[config.mk]
export PLATFORM = sky130hd
export DESIGN_NAME = olar_regs
export DESIGN_NICKNAME = d
export VERILOG_FILES = /design/src/inc/olar_pkg.sv /design/src/inc/olar_adc_if.sv /design/src/core/olar_adc_bank.sv /design/src/core/olar_regs.sv
export VERILOG_INCLUDE_DIRS = /design/src /design/src/inc
export SDC_FILE = /design/constraint.sdc
export NUM_CORES = 1
export LEC_CHECK = 0
export ABC_AREA = 0
export BUFFER_PORTS_ARGS = -buffer_cell sky130_fd_sc_hd__buf_2
export CAP_MARGIN = 40
export CORE_MARGIN = 10
export CORE_UTILIZATION = 58
export DETAILED_ROUTE_END_ITERATION = 7
export PLACE_DENSITY = 0.86
export SLEW_MARGIN = 20
export SYNTH_ARGS = -nofsm -noshare
export SYNTH_HDL_FRONTEND = slang
export SYNTH_SLANG_ARGS = --single-unit
[constraint.sdc]
create_clock -name REF_CLK_I -period 5.1 [get_ports REF_CLK_I]
set_input_delay 0.765 -clock REF_CLK_I [delete_from_list [all_inputs] [get_ports REF_CLK_I]]
set_output_delay 0.765 -clock REF_CLK_I [all_outputs]
set_load 0.02 [all_outputs]
[src/inc/olar_map.svh]
// register offsets, reset values, field layouts and scaling constants
// assumes byte-wide register access from the device's serial interface
`ifndef OLAR_MAP_SVH
`define OLAR_MAP_SVH

// -----------------------------------------------------------------
// register offsets
// -----------------------------------------------------------------
`define OLAR_OFS_OTG_LO 8'h08
`define OLAR_OFS_OTG_HI 8'h09
`define OLAR_OFS_SYS_PWR 8'h26
`define OLAR_OFS_BUS_V 8'h27
`define OLAR_OFS_DCHG_I 8'h28
`define OLAR_OFS_CHG_I 8'h29
`define OLAR_OFS_CMP_V 8'h2a
`define OLAR_OFS_IN_I 8'h2b

// -----------------------------------------------------------------
// fields and reset values
// -----------------------------------------------------------------
`define OLAR_OTG_RST 7'h00
`define OLAR_OTG_LO_RST 8'h00
`define OLAR_OTG_BAD_BIT 7
`define OLAR_OTG_MSB 6
`define OLAR_RES_RST 8'h00
`define OLAR_CUR_MASK 8'h7f
`define OLAR_ALL_MASK 8'hff
`define OLAR_ZERO_BYTE 8'h00
`define OLAR_CUR_MSB 6
`define OLAR_OTG_MA_RST 13'h0000
`define OLAR_BUS_MV_RST 15'h0000
`define OLAR_SYS_MV_RST 12'h000
`define OLAR_CMP_MV_RST 12'h000
`define OLAR_CHG_MA_RST 13'h0000
`define OLAR_DCHG_MA_RST 15'h0000
`define OLAR_IN_MA_RST 14'h0000

// -----------------------------------------------------------------
// result channel indices
// -----------------------------------------------------------------
`define OLAR_NCH 6
`define OLAR_CH_SYS_PWR 0
`define OLAR_CH_BUS_V 1
`define OLAR_CH_DCHG_I 2
`define OLAR_CH_CHG_I 3
`define OLAR_CH_CMP_V 4
`define OLAR_CH_IN_I 5

// -----------------------------------------------------------------
// scaling: lsb weights and offsets
// -----------------------------------------------------------------
`define OLAR_OTG_LSB_MA 13'd50
`define OLAR_BUS_LSB_MV 15'd64
`define OLAR_BUS_OFS_MV 15'd3200
`define OLAR_SYS_LSB_MV 12'd12
`define OLAR_CMP_LSB_MV 12'd12
`define OLAR_CHG_LSB_MA 13'd64
`define OLAR_DCHG_LSB_MA 15'd256
`define OLAR_IN_LSB_MA 14'd50

`endif

[src/inc/olar_pkg.sv]
// types shared by the otg limit and result readback block
// assumes the map header supplies all numeric constants
package olar_pkg;

  // one-hot register select
  typedef enum logic [8:0] {
    SEL_NONE    = 9'h001,
    SEL_OTG_LO  = 9'h002,
    SEL_OTG_HI  = 9'h004,
    SEL_SYS_PWR = 9'h008,
    SEL_BUS_V   = 9'h010,
    SEL_DCHG_I  = 9'h020,
    SEL_CHG_I   = 9'h040,
    SEL_CMP_V   = 9'h080,
    SEL_IN_I    = 9'h100
  } olar_sel_t;

  typedef logic [7:0] olar_byte_t;

endpackage

[src/inc/olar_adc_if.sv]
// carrier for conversion results between result bank and register slice
// assumes one clock domain shared by both ends
`timescale 1ns/10ps
interface olar_adc_if;
  logic [5:0][7:0] res;
  logic [5:0] seen;
  modport bank (output res, output seen);
  modport regs (input res, input seen);
endinterface

[src/core/olar_adc_bank.sv]
// result bank: holds the latest conversion byte of each channel
// assumes measurement logic on the same clock, strobes one cycle wide
`timescale 1ns/10ps
`include "olar_map.svh"
module olar_adc_bank (
  input wire logic clk_i,
  input wire logic rst_n_i,
  input wire logic [5:0] upd_i,
  input wire logic [5:0][7:0] meas_i,
  olar_adc_if.bank res_if
);

  // -----------------------------------------------------------------
  // per-channel storage
  // -----------------------------------------------------------------
  logic [5:0][7:0] res_q;
  logic [5:0] seen_q;

  function automatic logic [7:0] ch_mask(input int ch);
    if (ch == `OLAR_CH_DCHG_I || ch == `OLAR_CH_CHG_I) begin
      return `OLAR_CUR_MASK;
    end
    return `OLAR_ALL_MASK;
  endfunction

  genvar g;
  generate
    for (g = 0; g < `OLAR_NCH; g++) begin : g_ch
      always_ff @(posedge clk_i) begin
        if (!rst_n_i) begin
          res_q[g] <= `OLAR_RES_RST;
          seen_q[g] <= 1'b0;
        end else if (upd_i[g]) begin
          res_q[g] <= meas_i[g] & ch_mask(g);
          seen_q[g] <= 1'b1;
        end
      end
    end
  endgenerate

  assign res_if.res = res_q;
  assign res_if.seen = seen_q;

endmodule

[src/core/olar_regs.sv]
// otg current limit register and conversion result readback slice
// assumes byte accesses from the device serial interface, same clock
//
// Behaviour
// - the otg limit is a 7-bit code in bits 6..0 of the upper byte, 50 mA per count, applied as a sum.
// - the lower otg byte is unused and writes to it change nothing.
// - reset clears both otg bytes to zero.
// - input bus voltage reads as an 8-bit code, 64 mV per count from 3200 mV to 19520 mV.
// - system power monitor reads as an 8-bit code, 12 mV per count, 3.06 V full range.
// - charge current reads as a 7-bit code, 64 mA per count, 8.128 A full range, bit 7 unused.
// - discharge current reads as a 7-bit code, 256 mA per count, 32.512 A full range, bit 7 unused.
// - input current reads as an 8-bit code, 50 mA per count, 12.75 A full range.
// - comparator input voltage reads as an 8-bit code, 12 mV per count, 3.06 V full range.
// - result bytes are read-only and change only from the measurement logic.
`timescale 1ns/10ps
`include "olar_map.svh"
module olar_regs (
  input wire logic REF_CLK_I,
  input wire logic NRST_I,
  input wire logic [7:0] REG_ADDR_I,
  input wire logic REG_WR_I,
  input wire logic [7:0] REG_WDATA_I,
  input wire logic REG_RD_I,
  output logic [7:0] REG_RDATA_O,
  output logic REG_ACK_O,
  output logic REG_INVALID_O,
  input wire logic [5:0] MEAS_UPDATE_I,
  input wire logic [7:0] MEAS_SYS_PWR_I,
  input wire logic [7:0] MEAS_BUS_V_I,
  input wire logic [7:0] MEAS_DCHG_I_I,
  input wire logic [7:0] MEAS_CHG_I_I,
  input wire logic [7:0] MEAS_CMP_V_I,
  input wire logic [7:0] MEAS_IN_I_I,
  output logic [6:0] OTG_LIMIT_CODE_O,
  output logic [12:0] OTG_LIMIT_MA_O,
  output logic [14:0] BUS_V_MV_O,
  output logic [11:0] SYS_PWR_MV_O,
  output logic [12:0] CHG_I_MA_O,
  output logic [14:0] DCHG_I_MA_O,
  output logic [13:0] IN_I_MA_O,
  output logic [11:0] CMP_V_MV_O,
  output logic [5:0] RES_SEEN_O
);

  // -----------------------------------------------------------------
  // result bank
  // -----------------------------------------------------------------
  olar_adc_if res_if ();
  logic [5:0][7:0] meas_w;

  always_comb begin
    meas_w[`OLAR_CH_SYS_PWR] = MEAS_SYS_PWR_I;
    meas_w[`OLAR_CH_BUS_V] = MEAS_BUS_V_I;
    meas_w[`OLAR_CH_DCHG_I] = MEAS_DCHG_I_I;
    meas_w[`OLAR_CH_CHG_I] = MEAS_CHG_I_I;
    meas_w[`OLAR_CH_CMP_V] = MEAS_CMP_V_I;
    meas_w[`OLAR_CH_IN_I] = MEAS_IN_I_I;
  end

  olar_adc_bank u_bank (
    .clk_i(REF_CLK_I),
    .rst_n_i(NRST_I),
    .upd_i(MEAS_UPDATE_I),
    .meas_i(meas_w),
    .res_if(res_if.bank)
  );

  // -----------------------------------------------------------------
  // address decode
  // -----------------------------------------------------------------
  function automatic olar_pkg::olar_sel_t decode(input logic [7:0] a);
    case (a)
      `OLAR_OFS_OTG_LO: decode = olar_pkg::SEL_OTG_LO;
      `OLAR_OFS_OTG_HI: decode = olar_pkg::SEL_OTG_HI;
      `OLAR_OFS_SYS_PWR: decode = olar_pkg::SEL_SYS_PWR;
      `OLAR_OFS_BUS_V: decode = olar_pkg::SEL_BUS_V;
      `OLAR_OFS_DCHG_I: decode = olar_pkg::SEL_DCHG_I;
      `OLAR_OFS_CHG_I: decode = olar_pkg::SEL_CHG_I;
      `OLAR_OFS_CMP_V: decode = olar_pkg::SEL_CMP_V;
      `OLAR_OFS_IN_I: decode = olar_pkg::SEL_IN_I;
      default: decode = olar_pkg::SEL_NONE;
    endcase
  endfunction

  // upper partner of a lower result byte, for coherent pair reads
  function automatic olar_pkg::olar_sel_t upper_of(input olar_pkg::olar_sel_t s);
    case (s)
      olar_pkg::SEL_SYS_PWR: upper_of = olar_pkg::SEL_BUS_V;
      olar_pkg::SEL_DCHG_I: upper_of = olar_pkg::SEL_CHG_I;
      olar_pkg::SEL_CMP_V: upper_of = olar_pkg::SEL_IN_I;
      default: upper_of = olar_pkg::SEL_NONE;
    endcase
  endfunction

  olar_pkg::olar_sel_t sel;
  olar_pkg::olar_sel_t partner;
  assign sel = decode(REG_ADDR_I);
  assign partner = upper_of(sel);

  logic req;
  assign req = REG_RD_I || REG_WR_I;

  // -----------------------------------------------------------------
  // otg current limit
  // -----------------------------------------------------------------
  logic [6:0] otg_lim_q;
  logic otg_hi_wr;
  logic otg_bad;

  // write strobe aimed at the upper otg byte
  assign otg_hi_wr = REG_WR_I && (sel == olar_pkg::SEL_OTG_HI);

  // bit 7 set on the upper byte marks the write invalid
  assign otg_bad = otg_hi_wr && REG_WDATA_I[`OLAR_OTG_BAD_BIT];

  always_ff @(posedge REF_CLK_I) begin
    if (!NRST_I) begin
      otg_lim_q <= `OLAR_OTG_RST;
    end else if (otg_hi_wr && !otg_bad) begin
      otg_lim_q <= REG_WDATA_I[`OLAR_OTG_MSB:0];
    end
  end

  // lower otg byte has no storage: writes are dropped, reads give zero

  // -----------------------------------------------------------------
  // invalid write flag
  // -----------------------------------------------------------------
  logic invalid_q;

  always_ff @(posedge REF_CLK_I) begin
    if (!NRST_I) begin
      invalid_q <= 1'b0;
    end else begin
      invalid_q <= otg_bad;
    end
  end

  // -----------------------------------------------------------------
  // read value of a register
  // -----------------------------------------------------------------
  function automatic logic [7:0] read_byte(input olar_pkg::olar_sel_t s,
                                           input logic [6:0] lim,
                                           input logic [5:0][7:0] r);
    case (s)
      olar_pkg::SEL_OTG_LO: read_byte = `OLAR_OTG_LO_RST;
      olar_pkg::SEL_OTG_HI: read_byte = {1'b0, lim};
      olar_pkg::SEL_SYS_PWR: read_byte = r[`OLAR_CH_SYS_PWR];
      olar_pkg::SEL_BUS_V: read_byte = r[`OLAR_CH_BUS_V];
      olar_pkg::SEL_DCHG_I: read_byte = r[`OLAR_CH_DCHG_I] & `OLAR_CUR_MASK;
      olar_pkg::SEL_CHG_I: read_byte = r[`OLAR_CH_CHG_I] & `OLAR_CUR_MASK;
      olar_pkg::SEL_CMP_V: read_byte = r[`OLAR_CH_CMP_V];
      olar_pkg::SEL_IN_I: read_byte = r[`OLAR_CH_IN_I];
      default: read_byte = `OLAR_ZERO_BYTE;
    endcase
  endfunction

  // -----------------------------------------------------------------
  // pair snapshot: reading a lower result byte freezes its upper byte
  // -----------------------------------------------------------------
  logic [7:0] hold_q;
  olar_pkg::olar_sel_t hold_sel_q;
  logic hold_hit;
  logic snap;

  // a read of a lower result byte snapshots its upper byte
  assign snap = REG_RD_I && (partner != olar_pkg::SEL_NONE);
  assign hold_hit = REG_RD_I && (hold_sel_q != olar_pkg::SEL_NONE) &&
                    (sel == hold_sel_q);

  always_ff @(posedge REF_CLK_I) begin
    if (!NRST_I) begin
      hold_q <= `OLAR_ZERO_BYTE;
    end else if (snap) begin
      hold_q <= read_byte(partner, otg_lim_q, res_if.res);
    end
  end

  // any other access drops the snapshot
  always_ff @(posedge REF_CLK_I) begin
    if (!NRST_I) begin
      hold_sel_q <= olar_pkg::SEL_NONE;
    end else if (snap) begin
      hold_sel_q <= partner;
    end else if (req) begin
      hold_sel_q <= olar_pkg::SEL_NONE;
    end
  end

  // -----------------------------------------------------------------
  // read data and acknowledge
  // -----------------------------------------------------------------
  logic [7:0] rdata_q;
  logic ack_q;

  always_ff @(posedge REF_CLK_I) begin
    if (!NRST_I) begin
      rdata_q <= `OLAR_ZERO_BYTE;
    end else if (REG_RD_I) begin
      if (hold_hit) begin
        rdata_q <= hold_q;
      end else begin
        rdata_q <= read_byte(sel, otg_lim_q, res_if.res);
      end
    end
  end

  // writes to result bytes are acknowledged and go nowhere
  always_ff @(posedge REF_CLK_I) begin
    if (!NRST_I) begin
      ack_q <= 1'b0;
    end else begin
      ack_q <= req;
    end
  end

  // -----------------------------------------------------------------
  // applied limit and scaled results
  // -----------------------------------------------------------------
  logic [12:0] otg_ma_q;
  logic [14:0] bus_mv_q;
  logic [11:0] sys_mv_q;
  logic [12:0] chg_ma_q;
  logic [14:0] dchg_ma_q;
  logic [13:0] in_ma_q;
  logic [11:0] cmp_mv_q;

  // 7-bit current code, bit 7 of the byte is not part of it
  function automatic logic [6:0] cur_code(input logic [7:0] b);
    cur_code = b[`OLAR_CUR_MSB:0];
  endfunction

  always_ff @(posedge REF_CLK_I) begin
    if (!NRST_I) begin
      otg_ma_q <= `OLAR_OTG_MA_RST;
    end else begin
      otg_ma_q <= 13'(otg_lim_q) * `OLAR_OTG_LSB_MA;
    end
  end

  always_ff @(posedge REF_CLK_I) begin
    if (!NRST_I) begin
      bus_mv_q <= `OLAR_BUS_MV_RST;
    end else begin
      bus_mv_q <= `OLAR_BUS_OFS_MV +
                  15'(res_if.res[`OLAR_CH_BUS_V]) * `OLAR_BUS_LSB_MV;
    end
  end

  always_ff @(posedge REF_CLK_I) begin
    if (!NRST_I) begin
      sys_mv_q <= `OLAR_SYS_MV_RST;
    end else begin
      sys_mv_q <= 12'(res_if.res[`OLAR_CH_SYS_PWR]) * `OLAR_SYS_LSB_MV;
    end
  end

  always_ff @(posedge REF_CLK_I) begin
    if (!NRST_I) begin
      cmp_mv_q <= `OLAR_CMP_MV_RST;
    end else begin
      cmp_mv_q <= 12'(res_if.res[`OLAR_CH_CMP_V]) * `OLAR_CMP_LSB_MV;
    end
  end

  always_ff @(posedge REF_CLK_I) begin
    if (!NRST_I) begin
      chg_ma_q <= `OLAR_CHG_MA_RST;
    end else begin
      chg_ma_q <= 13'(cur_code(res_if.res[`OLAR_CH_CHG_I])) * `OLAR_CHG_LSB_MA;
    end
  end

  always_ff @(posedge REF_CLK_I) begin
    if (!NRST_I) begin
      dchg_ma_q <= `OLAR_DCHG_MA_RST;
    end else begin
      dchg_ma_q <= 15'(cur_code(res_if.res[`OLAR_CH_DCHG_I])) * `OLAR_DCHG_LSB_MA;
    end
  end

  always_ff @(posedge REF_CLK_I) begin
    if (!NRST_I) begin
      in_ma_q <= `OLAR_IN_MA_RST;
    end else begin
      in_ma_q <= 14'(res_if.res[`OLAR_CH_IN_I]) * `OLAR_IN_LSB_MA;
    end
  end

  // -----------------------------------------------------------------
  // outputs
  // -----------------------------------------------------------------
  assign REG_RDATA_O = rdata_q;
  assign REG_ACK_O = ack_q;
  assign REG_INVALID_O = invalid_q;
  assign OTG_LIMIT_CODE_O = otg_lim_q;
  assign OTG_LIMIT_MA_O = otg_ma_q;
  assign BUS_V_MV_O = bus_mv_q;
  assign SYS_PWR_MV_O = sys_mv_q;
  assign CHG_I_MA_O = chg_ma_q;
  assign DCHG_I_MA_O = dchg_ma_q;
  assign IN_I_MA_O = in_ma_q;
  assign CMP_V_MV_O = cmp_mv_q;
  assign RES_SEEN_O = res_if.seen;

endmodule

==> results.tsv <==
metric	value	unit
outcome	completed	
rsz0062_at_grt	no	
hp-class	reg -> reg	
min_period_over_period	68.7	%
grt_usage	23.2	%
gp_congestion	0.935	
via_count	6351	
dieArea	0.0180	sq mm
yosys_warnings	0	
drt_iter0_markers	552	
clockRootBuffer	clkbuf_16	
path_max_fanout	6	
cp_cell_sequence	ha_1 -> ha_1 -> inv_1 -> fa_1 -> inv_1 -> ha_1 -> a21o_1 -> a21oi_1 -> o21bai_1 -> a2111oi_0 -> o21ai_0 -> a21oi_1	
drc	0	
ys_ff_latch	149	
pin_count	191	
die_w	134	um
cap_violations	0	
vias_per_cell	5.58	
final.min_clock_period	3.51	ns
p_clk_share	43.8	%
core	0.0127	sq mm
clockBufferDepth	2	
power.leakage	4.41	nW
yosysSeqAreaShare	39.5	%
setup_tns	0	ns
num_rows	41	
synth.cell_area	0.00755	sq mm
synth_flop_cell	dfxtp_1	
p_int	0.00209	W
finalSetupViolations	0	
critical_path_class	reg -> reg	
antenna_found_initial	2	
p_sw_share	26.9	%
cts_hold_buf	0	
clkSlewWorstSetupHoldPaths	0.06	ns
cts_tree	done	
hold_viol	0	
drive_above_1_share	22.3	%
crit_slowest_cell	dfxtp_1	
floorplan.initialDensity	59.6	%
drv_slew	0	
seq_power_share	44.3	%
dr.pass1.iters	6	
cts_setup_buffers	0	
fp.dieH	134	um
worstPathArrival	3.86	ns
overflow	0	
grt_pass1_wl	33400	um
syn2layout_area_growth	18.9	%
power	0.00286	W
wl_per_cell	18.5	um
power_density	318	mW/mm^2
clock_sinks	149	
combPwrFrac	11.9	%
yosysTopAreaCell	dfxtp_1	
ant_nets	0	
nNetsFinal	1108	
synth_edf_count	0	
fin_skew	0.0128	ns
startpoint_type	flip-flop	
netSwitchingPower	0.000770	W
synthArstFlopShare	0	%
ir_worst_vdd	261	uV
numCtsBuffers	17	
netlist.area_leader.share	39.5	%
synth_cells	806	
cts.htree.levels	4	
numPortBuffers	162	
grt_pass1_vias	6406	
crit_top_cell	ha_1	
slew_headroom	55.0	%
cts_resized	0	
grt_max_degree	63	
cp-end-kind	flip-flop	
dp_hpwl	15600	um
synth_area_leaders	dfxtp_1, ha_1, mux2i_1	
worstMarginPinSlew	0.675	ns
syn_area_per_cell	9.37	sq um
insertion_delay	0.43	ns
required	5.45	ns
ys_types	60	
wl	21000	um
fmax	285	MHz
fin_hold_ws	0.458	ns
slowest_delay	0.51	ns
Yosys cell counts (8+ instances only):
cell and count:
nor2_1 108, a222oi_1 9, inv_1 42, o211ai_1 8, mux2i_1 58, nand3_1 8, o21ai_0 21, ha_1 74
clkbuf_1 31, buf_4 26, a211oi_1 10, nand2_1 35, xnor2_1 10, a22oi_1 9, xor2_1 10, a21oi_1 24
nand2b_1 8, and2_1 33, dfxtp_1 149, nor3_1 18
through the flow:
| step | instance area, sq um | cells | util (%) | setup slack [ns] |
|---|---|---|---|---|
| 2_1_floorplan | 7650 | 831 | - | 2.11 |
| 3_3_place_gp | 8360 | 1104 | 66.0 | 1.64 |
| 3_5_place_dp | 8370 | 1105 | 66.0 | 1.61 |
| 4_1_cts | 8960 | 1137 | 70.7 | 1.66 |
| 5_1_grt | 8980 | 1139 | 70.9 | 1.33 |
| 6_report | 8980 | 1139 | 70.9 | 1.59 |
cell type report:
type / instances / area, sq um
Multi-Input combinational cell: 575 / 4160
Fill cell: 1006 / 3690
Sequential cell: 149 / 2980
Timing Repair Buffer: 168 / 868
Clock buffer: 20 / 447
Tap cell: 172 / 215
Inverter: 42 / 159
Clock inverter: 12 / 143
Antenna cell: 1 / 2.50
worst paths after layout:
path                           endpoint  slack, ns                   from  cells past startpoint
setup / recovery          IN_I_MA_O[13]       1.59  u_bank.res_if.res[43]                     12
hold / removal    u_bank.res_if.seen[2]       0.46  u_bank.res_if.seen[2]                      2
setup reg to reg          IN_I_MA_O[13]       1.59  u_bank.res_if.res[43]                     12
hold reg to reg   u_bank.res_if.seen[2]       0.46  u_bank.res_if.seen[2]                      2
logic make-up after synthesis:
group / share of synthesized area, %
AO/OA/AOI/OAI: 12.6
XOR/XNOR: 2.32
adder cells (fa/ha/maj): 14.1
buffers and inverters: 6.66
flip-flops: 39.5
multiplexers: 8.73
other: 0.0496
AND/OR/NAND/NOR: 16.1
flip-flops by register name, indices dropped and copies added (netlist names), 8 cells and up:
register	count
IN_I_MA_O	13
OTG_LIMIT_MA_O	12
REG_RDATA_O	8
hold_q	8
u_bank.res_if.res	46
BUS_V_MV_O	9
SYS_PWR_MV_O	10
CMP_V_MV_O	10
per-layer routing:
layer  track usage [%]  wire (um)  vias up
met5                 0          7        -
met4              7.13        377        2
met2              39.2      10400      250
met1              26.6       8250     2999
met3              8.85       2040       34
li1                  -          -     3066
power groups by stage:
stage	Clock (W)	Combinational, W	Sequential (W)
2_1_floorplan	0	0.000205	0.00131
3_3_place_gp	0	0.000325	0.00129
3_5_place_dp	0	0.000335	0.00129
4_1_cts	0.00126	0.000340	0.00127
5_1_grt	0.00131	0.000377	0.00127
6_report	0.00125	0.000341	0.00127
placed cells by master (no fill, tap or decap), drive strengths merged, types with 10 or more instances in the layout:
cell type,Yosys,final
a211oi,10,10
a21oi,24,24
and2,33,33
buf,34,168
clkbuf,31,20
conb,1,26
dfxtp,149,149
ha,74,74
inv,42,45
mux2i,58,58
nand2,35,35
nor2,108,108
nor3,20,20
o21ai,21,21
xnor2,10,10
xor2,10,10
critical path: cells and delay by family, from the launching register on:
family / cells / cell delay, ns
flops: 1 / 0.51
buf+inv: 2 / 0.09
compound gates: 6 / 1.43
fa+ha+maj: 4 / 1.40
Power figures use the tool's default switching activity.
